## src/tws_pkg.sv

```systemverilog
// constants and types for the thermometer single-wire slave
package tws_pkg;
   // ---------------------------------------------
   // timebase
   // ---------------------------------------------
   localparam int CLK_HZ = 100_000_000;
   localparam int US_CYC = CLK_HZ / 1_000_000;
   // ---------------------------------------------
   // link times in microseconds
   // ---------------------------------------------
   localparam logic [8:0] RESET_LOW_US = 9'd480;
   localparam logic [8:0] PRES_WAIT_US = 9'd30;
   localparam logic [8:0] PRES_LOW_US = 9'd120;
   localparam logic [8:0] WR_SAMPLE_US = 9'd30;
   localparam logic [8:0] RD_HOLD_US = 9'd15;
   // ---------------------------------------------
   // function opcodes
   // ---------------------------------------------
   localparam logic [7:0] OP_WR_UPPER = 8'h01;
   localparam logic [7:0] OP_WR_LOWER = 8'h02;
   localparam logic [7:0] OP_RD_UPPER = 8'hA1;
   localparam logic [7:0] OP_RD_LOWER = 8'hA2;
   localparam logic [7:0] OP_WR_CFG = 8'h0C;
   localparam logic [7:0] OP_RD_CFG = 8'hAC;
   localparam logic [7:0] OP_RD_TEMP = 8'hAA;
   localparam logic [7:0] OP_CONV_GO = 8'hEE;
   localparam logic [7:0] OP_CONV_HALT = 8'h22;
   localparam logic [7:0] OP_RD_COUNT = 8'hA0;
   localparam logic [7:0] OP_LD_COUNT = 8'h41;
   // ---------------------------------------------
   // status/configuration layout
   // ---------------------------------------------
   localparam int CFG_SINGLE = 0;
   localparam int CFG_WR_W = 5;
   localparam logic [4:0] CFG_RST = 5'h00;
   localparam logic [7:0] BYTE_RST = 8'h00;
   localparam logic [8:0] COUNT_RST = 9'h000;
   localparam logic [3:0] BITS_BYTE = 4'h8;
   localparam logic [3:0] BITS_COUNT = 4'h9;
   localparam int FIFO_W = 8;
   localparam int FIFO_D = 32;
   // one read-out request to the link side
   typedef struct packed {
      logic [8:0] data;
      logic [3:0] nbits;
   } tws_tx_t;
endpackage : tws_pkg

```

## src/tws_slave.sv

```systemverilog
// single-wire thermometer slave: link, byte fifo and command executor
//
// Functional notes
// RQ1: reset and presence precede command and data
// RQ2: 01h/02h load upper/lower trip register
// RQ3: A1h/A2h return upper/lower trip register
// RQ4: 0Ch writes status/configuration register
// RQ5: ACh returns status/configuration register
// RQ6: AAh returns last converted temperature
// RQ7: EEh starts conversion, single or repeating
// RQ8: 22h halts repeating conversion only
// RQ9: A0h returns nine-bit counter register
// RQ10: 41h copies slope accumulator into counter
// RQ11: master opens every slot; slave only presence
// RQ12: master reset low at least 480 us
// RQ13: presence 15-60 us after rise, 60-240 long
// RQ14: line low past 480 us resets protocol
// RQ15: one data bit per time slot
// RQ16: least significant bit first both ways
// RQ17: write slot 60 us, 1 us recovery
// RQ18: master releases within 15 us for one
// RQ19: master holds low whole slot for zero
// RQ20: slave samples write slot 15-60 us in
// RQ21: slave sends only inside read slots
// RQ22: read slot opens low 1 us, lasts 60
// RQ23: slave pulls low for zero, then releases
// RQ24: read bit held valid 15 us from edge
// RQ25: master samples late in 15 us window
// RQ26: unknown opcode ignored until next reset
// RQ27: after last bit idle until new reset
`timescale 1ns/10ps
`default_nettype none

// ---------------------------------------------
// byte fifo between link receiver and executor
// ---------------------------------------------
module tws_fifo #(
   parameter int W = 8,
   parameter int D = 32
) (
   input wire logic clk,
   input wire logic nrst,
   input wire logic flush,
   input wire logic in_valid,
   output logic in_ready,
   input wire logic [W-1:0] in_data,
   output logic out_valid,
   input wire logic out_ready,
   output logic [W-1:0] out_data
);
   localparam int AW = $clog2(D);
   logic [W-1:0] mem [D];
   logic [AW:0] wr_reg, rd_reg;
   logic push, pop;
   // honest full and empty from pointer compare
   assign out_valid = wr_reg != rd_reg;
   assign in_ready = (wr_reg[AW] == rd_reg[AW]) || (wr_reg[AW-1:0] != rd_reg[AW-1:0]);
   assign push = in_valid & in_ready;
   assign pop = out_valid & out_ready;
   assign out_data = mem[rd_reg[AW-1:0]];

   // storage
   always_ff @(posedge clk) begin
      if (push) begin
         mem[wr_reg[AW-1:0]] <= in_data;
      end
   end

   // pointers
   always_ff @(posedge clk) begin
      if (!nrst || flush) begin
         wr_reg <= '0;
         rd_reg <= '0;
      end else begin
         if (push) begin
            wr_reg <= wr_reg + 1'b1;
         end
         if (pop) begin
            rd_reg <= rd_reg + 1'b1;
         end
      end
   end
endmodule : tws_fifo

// ---------------------------------------------
// top: slave behind the open-drain data pin
// ---------------------------------------------
module tws_slave (
   input wire logic CORE_CLK,
   input wire logic NRST,
   input wire logic DQ_IN,
   output logic DQ_OUT,
   output logic DQ_OE,
   input wire logic [7:0] TEMP_IN,
   input wire logic [8:0] SLOPE_IN,
   input wire logic CONV_DONE,
   output logic CONV_RUN,
   output logic [7:0] UPPER_TRIP,
   output logic [7:0] LOWER_TRIP,
   output logic [7:0] STATUS_CFG
);
   typedef enum logic [2:0] {
      ST_IDLE = 3'b000, ST_RSTL = 3'b001, ST_PWAIT = 3'b010,
      ST_PRES = 3'b011, ST_RX = 3'b100, ST_TX = 3'b101
   } tws_link_t;
   typedef enum logic [1:0] {
      EX_OP = 2'b00, EX_DATA = 2'b01, EX_HALT = 2'b10
   } tws_exec_t;
   tws_link_t st_reg, st_next;
   tws_exec_t ex_reg, ex_next;
   logic dq_prev_reg, in_slot_reg, drive_reg, push_reg, done_reg, run_reg;
   logic [6:0] div_reg;
   logic [8:0] tmr_reg, lo_reg, tx_sh_reg, count_reg;
   logic [2:0] rx_cnt_reg;
   logic [3:0] tx_left_reg;
   logic [7:0] rx_sh_reg, op_reg, upper_trip_reg, lower_trip_reg, temp_reg;
   logic [4:0] cfg_reg;
   // decoded strobes and fifo handshake
   logic fall, rise, tick, tmr_clr, long_low, rx_take, rx_bit, tx_open, tx_close, pres_end;
   logic fifo_ready, fifo_valid, fifo_pop, take_op, take_data, op_write, op_read, go_idle;
   logic tx_valid, conv_go, conv_halt, single;
   logic [7:0] fifo_data, status_val;
   tws_pkg::tws_tx_t tx_req;
   // ---------------------------------------------
   // line edges, microsecond tick, timers
   // ---------------------------------------------
   assign fall = dq_prev_reg & ~DQ_IN;
   assign rise = ~dq_prev_reg & DQ_IN;
   assign tick = div_reg == 7'(tws_pkg::US_CYC - 1);
   assign tmr_clr = fall | (st_next != st_reg);
   // only while still low, so the ending rise can start presence
   assign long_low = !DQ_IN && lo_reg >= tws_pkg::RESET_LOW_US; // RQ14

   // divider restarts on every slot edge for exact slot timing
   always_ff @(posedge CORE_CLK) begin
      if (!NRST) begin
         dq_prev_reg <= 1'b1;
         div_reg <= '0;
         tmr_reg <= '0;
         lo_reg <= '0;
      end else begin
         dq_prev_reg <= DQ_IN;
         div_reg <= (tmr_clr || tick) ? '0 : div_reg + 1'b1;
         if (tmr_clr) begin
            tmr_reg <= '0;
         end else if (tick && tmr_reg != '1) begin
            tmr_reg <= tmr_reg + 1'b1;
         end
         if (DQ_IN) begin
            lo_reg <= '0;
         end else if (tick && !long_low) begin
            lo_reg <= lo_reg + 1'b1;
         end
      end
   end

   // ---------------------------------------------
   // link state machine
   // ---------------------------------------------
   assign pres_end = st_reg == ST_PRES && tmr_reg == tws_pkg::PRES_LOW_US;
   // write slot opens on a fall, stalls while a byte waits for room
   assign rx_take = in_slot_reg && st_reg == ST_RX && tmr_reg == tws_pkg::WR_SAMPLE_US; // RQ20
   assign rx_bit = DQ_IN; // RQ20
   assign tx_open = st_reg == ST_TX && fall && !in_slot_reg && tx_left_reg != '0; // RQ21
   assign tx_close = st_reg == ST_TX && in_slot_reg && tmr_reg == tws_pkg::RD_HOLD_US; // RQ24

   always_comb begin
      st_next = st_reg;
      unique case (st_reg)
         ST_IDLE: st_next = ST_IDLE; // RQ26
         ST_RSTL: if (rise) st_next = ST_PWAIT; // RQ13
         ST_PWAIT: if (tmr_reg == tws_pkg::PRES_WAIT_US) st_next = ST_PRES; // RQ13
         ST_PRES: if (pres_end) st_next = ST_RX; // RQ1
         ST_RX: begin
            if (tx_valid) st_next = ST_TX; // RQ21
            else if (go_idle) st_next = ST_IDLE; // RQ27
         end
         ST_TX: if (tx_left_reg == '0 && !in_slot_reg) st_next = ST_IDLE; // RQ27
         default: st_next = ST_IDLE;
      endcase
      if (long_low) begin
         st_next = ST_RSTL; // RQ14
      end
   end

   always_ff @(posedge CORE_CLK) begin
      if (!NRST) begin
         st_reg <= ST_IDLE;
      end else begin
         st_reg <= st_next;
      end
   end

   // slot tracking and pin drive
   always_ff @(posedge CORE_CLK) begin
      if (!NRST || long_low) begin
         in_slot_reg <= 1'b0;
         drive_reg <= 1'b0;
      end else if (st_reg == ST_PWAIT) begin
         drive_reg <= tmr_reg == tws_pkg::PRES_WAIT_US; // RQ11
      end else if (pres_end) begin
         drive_reg <= 1'b0; // RQ13
         in_slot_reg <= 1'b0;
      end else if (st_reg == ST_RX && fall && !in_slot_reg && !push_reg) begin
         in_slot_reg <= 1'b1; // RQ15
      end else if (rx_take) begin
         in_slot_reg <= 1'b0;
      end else if (tx_open) begin
         in_slot_reg <= 1'b1;
         drive_reg <= ~tx_sh_reg[0]; // RQ23
      end else if (tx_close) begin
         in_slot_reg <= 1'b0;
         drive_reg <= 1'b0; // RQ23
      end
   end

   // receive shifter, least significant bit first
   always_ff @(posedge CORE_CLK) begin
      if (!NRST || pres_end) begin
         rx_sh_reg <= '0;
         rx_cnt_reg <= '0;
         push_reg <= 1'b0;
      end else begin
         if (rx_take) begin
            rx_sh_reg <= {rx_bit, rx_sh_reg[7:1]}; // RQ16
            rx_cnt_reg <= rx_cnt_reg + 1'b1;
            push_reg <= rx_cnt_reg == 3'd7;
         end else if (fifo_ready) begin
            push_reg <= 1'b0;
         end
      end
   end

   // transmit shifter, least significant bit first
   always_ff @(posedge CORE_CLK) begin
      if (!NRST || long_low) begin
         tx_sh_reg <= '0;
         tx_left_reg <= '0;
      end else if (st_reg == ST_RX && tx_valid) begin
         tx_sh_reg <= tx_req.data;
         tx_left_reg <= tx_req.nbits;
      end else if (tx_close) begin
         tx_sh_reg <= {1'b0, tx_sh_reg[8:1]}; // RQ16
         tx_left_reg <= tx_left_reg - 1'b1; // RQ15
      end
   end

   // ---------------------------------------------
   // byte fifo
   // ---------------------------------------------
   tws_fifo #(.W(tws_pkg::FIFO_W), .D(tws_pkg::FIFO_D)) u_fifo (
      .clk(CORE_CLK),
      .nrst(NRST),
      .flush(pres_end),
      .in_valid(push_reg),
      .in_ready(fifo_ready),
      .in_data(rx_sh_reg),
      .out_valid(fifo_valid),
      .out_ready(fifo_pop),
      .out_data(fifo_data)
   );

   // ---------------------------------------------
   // command decode
   // ---------------------------------------------
   assign fifo_pop = fifo_valid && (ex_reg == EX_OP || ex_reg == EX_DATA);
   assign take_op = fifo_pop && ex_reg == EX_OP; // RQ1
   assign take_data = fifo_pop && ex_reg == EX_DATA;
   assign op_write = fifo_data == tws_pkg::OP_WR_UPPER || fifo_data == tws_pkg::OP_WR_LOWER
      || fifo_data == tws_pkg::OP_WR_CFG;
   assign op_read = tx_req.nbits != '0;
   assign single = cfg_reg[tws_pkg::CFG_SINGLE];
   assign status_val = {done_reg, 1'b1, 1'b0, cfg_reg};
   assign conv_go = take_op && fifo_data == tws_pkg::OP_CONV_GO; // RQ7
   assign conv_halt = take_op && fifo_data == tws_pkg::OP_CONV_HALT && !single; // RQ8
   assign tx_valid = take_op && op_read; // RQ21
   // anything not a read or a write ends the exchange
   assign go_idle = (take_op && !op_write && !op_read) || take_data; // RQ26

   // read-out selection
   always_comb begin
      tx_req = '0;
      unique case (fifo_data)
         tws_pkg::OP_RD_UPPER: tx_req = '{{1'b0, upper_trip_reg}, tws_pkg::BITS_BYTE}; // RQ3
         tws_pkg::OP_RD_LOWER: tx_req = '{{1'b0, lower_trip_reg}, tws_pkg::BITS_BYTE}; // RQ3
         tws_pkg::OP_RD_CFG: tx_req = '{{1'b0, status_val}, tws_pkg::BITS_BYTE}; // RQ5
         tws_pkg::OP_RD_TEMP: tx_req = '{{1'b0, temp_reg}, tws_pkg::BITS_BYTE}; // RQ6
         tws_pkg::OP_RD_COUNT: tx_req = '{count_reg, tws_pkg::BITS_COUNT}; // RQ9
         default: tx_req = '{9'h000, 4'h0};
      endcase
   end

   // executor state
   always_comb begin
      ex_next = ex_reg;
      unique case (ex_reg)
         EX_OP: if (take_op) ex_next = op_write ? EX_DATA : EX_HALT;
         EX_DATA: if (take_data) ex_next = EX_HALT; // RQ27
         EX_HALT: ex_next = EX_HALT;
         default: ex_next = EX_HALT;
      endcase
      if (pres_end) begin
         ex_next = EX_OP; // RQ1
      end
   end

   always_ff @(posedge CORE_CLK) begin
      if (!NRST) begin
         ex_reg <= EX_HALT;
         op_reg <= '0;
      end else begin
         ex_reg <= ex_next;
         if (take_op) begin
            op_reg <= fifo_data;
         end
      end
   end

   // ---------------------------------------------
   // device registers
   // ---------------------------------------------
   always_ff @(posedge CORE_CLK) begin
      if (!NRST) begin
         upper_trip_reg <= tws_pkg::BYTE_RST;
         lower_trip_reg <= tws_pkg::BYTE_RST;
         cfg_reg <= tws_pkg::CFG_RST;
         count_reg <= tws_pkg::COUNT_RST;
      end else begin
         if (take_data && op_reg == tws_pkg::OP_WR_UPPER) begin
            upper_trip_reg <= fifo_data; // RQ2
         end
         if (take_data && op_reg == tws_pkg::OP_WR_LOWER) begin
            lower_trip_reg <= fifo_data; // RQ2
         end
         if (take_data && op_reg == tws_pkg::OP_WR_CFG) begin
            cfg_reg <= fifo_data[tws_pkg::CFG_WR_W-1:0]; // RQ4
         end
         if (take_op && fifo_data == tws_pkg::OP_LD_COUNT) begin
            count_reg <= SLOPE_IN; // RQ10
         end
      end
   end

   // conversion control; a restart wins over a finishing conversion for the run flag, while the done flag still sets
   always_ff @(posedge CORE_CLK) begin
      if (!NRST) begin
         run_reg <= 1'b0;
         done_reg <= 1'b0;
         temp_reg <= tws_pkg::BYTE_RST;
      end else begin
         if (CONV_DONE) begin
            temp_reg <= TEMP_IN; // RQ6
         end
         done_reg <= CONV_DONE | (done_reg & ~conv_go);
         if (conv_go) begin
            run_reg <= 1'b1; // RQ7
         end else if (conv_halt || (CONV_DONE && single)) begin
            run_reg <= 1'b0; // RQ7
         end
      end
   end

   // ---------------------------------------------
   // outputs
   // ---------------------------------------------
   assign DQ_OUT = 1'b0;
   assign DQ_OE = drive_reg;
   assign CONV_RUN = run_reg;
   assign UPPER_TRIP = upper_trip_reg;
   assign LOWER_TRIP = lower_trip_reg;
   assign STATUS_CFG = status_val;
endmodule : tws_slave
`default_nettype wire

```

## config.mk

```make
export PLATFORM = sky130hd
export DESIGN_NAME = tws_slave
export DESIGN_NICKNAME = d
export VERILOG_FILES = /design/src/tws_pkg.sv /design/src/tws_slave.sv
export SDC_FILE = /design/constraint.sdc
export NUM_CORES = 1
export LEC_CHECK = 0
export ABC_CLOCK_PERIOD_IN_PS = 4500
export BUFFER_PORTS_ARGS = -buffer_cell sky130_fd_sc_hd__buf_2
export CAP_MARGIN = 10
export CORE_ASPECT_RATIO = 1.75
export CORE_MARGIN = 2
export CORE_UTILIZATION = 50
export CTS_BUF_LIST = sky130_fd_sc_hd__clkbuf_8
export DETAILED_ROUTE_END_ITERATION = 16
export PLACE_DENSITY = 0.66
export SLEW_MARGIN = 20
export SYNTH_ARGS = -nofsm -noshare
export SYNTH_HDL_FRONTEND = slang
export SYNTH_HIERARCHICAL = 1
export SYNTH_SLANG_ARGS = --single-unit
```

## constraint.sdc

```tcl
create_clock -name CORE_CLK -period 4.5 [get_ports CORE_CLK]
set_input_delay 0.225 -clock CORE_CLK [delete_from_list [all_inputs] [get_ports CORE_CLK]]
set_output_delay 0.225 -clock CORE_CLK [all_outputs]
set_load 0.02 [all_outputs]
```

==> flow_metrics.py <==
metrics = {
    "run_status": {
        "outcome": "completed",
    },
    "cts": {
        "cts_tree": "done",
        "worstSkewPairLatency_ps": 600,
        "clock_path_buffers": 3,
        "clk_transition_reported_paths_ps": 70,
        "clock-sinks": 379,
        "numCtsBuffers": 51,
        "root_buffer": "clkbuf_8",
        "cts-resized-gates": 0,
        "post-cts-setup-buffers": 0,
        "h-tree-depth": 2,
    },
    "logic_synthesis": {
        "synth_area_um2": 15900,
        "yosysWarnings": 6,
        "avgSynthCellArea_um2": 15.2,
        "synthFlopType": "edfxtp_1",
        "ys_seq_area_frac": 0.639,
        "ys_types": 74,
        "synthCells": 1048,
        "ys_async_sr_fraction": 0,
        "ys_ff_latch": 379,
        "synth_edf_count": 256,
    },
    "power": {
        "p_seq_frac": 0.588,
        "p_leak_nw": 5.31,
        "power_density_nw_per_um2": 354,
        "switching_share": 0.206,
        "p_clk_frac": 0.401,
        "total_power_mw": 6.26,
        "peakVddDrop_mv": 0.211,
        "switching_power_mw": 1.29,
        "p_int_mw": 4.97,
        "combinationalPowerShare": 0.011,
    },
    "worst_setup_path": {
        "critical_path_required_ps": 5000,
        "worst-endpoint-arrival_ps": 4650,
        "cp-start-kind": "flip-flop",
        "end_kind": "flip-flop",
        "crit_fanout": 16,
        "worstSetupPathType": "reg -> reg",
    },
    "global_routing": {
        "grtUsageTotal": 0.208,
        "grt_pass1_wl_um": 52900,
        "antenna_found_initial": 1,
        "grt-ovfl-total": 0,
        "grt_max_degree": 57,
        "grt_pass1_vias": 9465,
    },
    "layout": {
        "drive_gt1_frac": 0.225,
        "fin_util": 0.562,
        "area_growth_pct": 11.3,
        "fin_area_um2": 17700,
        "instances_no_fill": 1560,
        "largest_register_ffs": 256,
        "nNetsFinal": 1164,
    },
    "sta": {
        "whs_ps": 86.7,
        "setup_ws_ps": 342,
        "worst_slew_pin_slew_ps": 1110,
        "rsz0062_at_grt": "false",
        "finalClockSkew_ps": 15.9,
        "slew_viol_final": 0,
        "max_freq_mhz": 240,
        "period_minus_slack_ps": 4160,
        "hold_viol": 0,
        "slew_headroom": 0.260,
        "setup_viol": 0,
        "tns_ps": 0,
        "period_share": 0.924,
    },
    "placed_design": {
        "placed_cell_area_um2": 16500,
        "post-dp-hpwl_um": 22700,
        "gp_congestion": 0.783,
        "place_inst": 1452,
        "port_buffers": 44,
        "pre_cts_slack_ps": 319,
    },
    "die": {
        "core-area_um2": 31400,
        "io_pins": 48,
        "fp.dieArea_um2": 33300,
        "die_w_um": 139,
        "die_y_um": 240,
        "initial_core_util": 0.505,
        "row_count": 86,
    },
    "detailed_routing": {
        "drtAntennaViolNets": 0,
        "wl_per_cell_um": 21.7,
        "first_pass_iters": 5,
        "drc": 0,
        "vias": 9007,
        "first_iter_violations": 478,
        "totalWireLength_um": 33900,
        "vias_per_cell": 5.77,
    },
    "flow_run": {
        "drv_cap": 0,
    },
    "min_path": {
        "min_path_type": "in -> reg",
    },
}
-- Yosys cell counts (all sizes together), types with 6 or more instances --
cell    count  area share
o21ai       9      0.0028
mux2       10      0.0071
mux4       80        0.11
nor2       92       0.022
nand4      13      0.0051
inv        14      0.0033
a21boi      8      0.0038
clkbuf     27      0.0064
edfxtp    256        0.48
buf        31       0.013
nor3       27       0.013
and3        6      0.0024
dfxtp     123        0.16
a211oi      7      0.0033
nor2b      45       0.018
nand2      56       0.013
nor4        7      0.0032
a21oi      21      0.0066
xor2       21       0.012
xnor2      15      0.0083
nand3      13      0.0041
a22oi      14      0.0066
ha         16       0.013
o21a        6      0.0028
mux2i      59       0.037
-- layout make-up --
cell class / count / area, um^2
clock inverters: 33 / 210
clock buffers: 56 / 771
multi-input cells: 598 / 5370
fillers: 2512 / 13700
well taps: 396 / 495
flip-flops and latches: 379 / 10200
repair buffers: 83 / 608
diodes: 1 / 2.50
inverters: 14 / 52.6
-- cells in the final DEF, fill, tap and decap left out, types with 5 or more instances in the layout --
cell and n:
edfxtp_1 256, clkinv_2 8, dfxtp_2 5, a21boi_0 8
buf_4 17, inv_1 24, a22oi_1 14, o21ai_0 6
buf_2 44, mux2_2 10, mux4_2 80, or3_1 5
mux2i_1 59, nand4_1 13, and3_1 6, a31oi_1 5
dfxtp_1 117, xnor2_1 15, ha_1 16, a21oi_1 21
nor2_1 91, nor2b_1 45, nor3_1 13, o21a_1 6
nor3_2 13, nand3_1 13, a211oi_1 7, dlygate4sd3_1 18
clkinv_1 10, xor2_1 21, clkbuf_8 56, nor4_1 6
nand2_1 56
-- cell families after synthesis --
| kind of cell | after synthesis | share of synthesized area |
|---|---|---|
| AOI/OAI and AO/OA | 94 | 0.0446 |
| xor gates and xnor gates | 36 | 0.0199 |
| adders and majority gates | 16 | 0.0126 |
| buffers and inverters | 72 | 0.0229 |
| DFF | 379 | 0.639 |
| muxes | 149 | 0.158 |
| other | 2 | 0.000473 |
| and+or+nand+nor | 300 | 0.103 |
-- path summary, 6_finish.rpt --
path,startpoint,end,slack [ps],cells after the start
worst max register to register,flip-flop,div_reg[6]$_SDFF_PP0_,340,10
worst max-delay path,flip-flop,div_reg[6]$_SDFF_PP0_,340,10
worst min register to register,ex_reg[1]$_SDFFE_PN1P_,ex_reg[0]$_SDFFE_PP0P_,450,1
worst min-delay path,CONV_DONE,done_reg$_SDFF_PN0_,90,2
-- critical path: stages (launching register included) --
cell and delay (ps):
dfxtp_2 600, buf_4 270, mux4_2 300, mux4_2 580, mux2_2 460, and4bb_4 280, o31ai_4 290, or3_1 390
a41o_1 270, o311ai_4 300, nor4_1 300
-- power by group through the flow --
stage	logic (mW)	registers, mW	clock network, mW
floorplan	0.0429	3.76	0
global placement	0.0564	3.76	0
detailed placement	0.0573	3.76	0
CTS	0.0696	3.68	2.59
global route	0.0756	3.68	2.71
finish	0.0683	3.68	2.51
-- what timing repair did --
| action | CTS | global route |
|---|---|---|
| endpoints found under the hold margin | 18 | 0 |
| endpoints found under the setup margin | 0 | 0 |
| hold buffers | 18 | 0 |
-- per-layer routing --
layer / vias to the layer above / share of wire / global-route usage / wire [um]
met3: 77 / 0.042 / 0.0326 / 1440
met2: 239 / 0.55 / 0.395 / 18700
met4: 0 / 0.049 / 0.104 / 1670
li1: 4158 / - / - / -
met1: 4533 / 0.36 / 0.222 / 12100
met5: - / 0 / 0 / 0
Note: power is estimated with default switching activity, not from simulation.
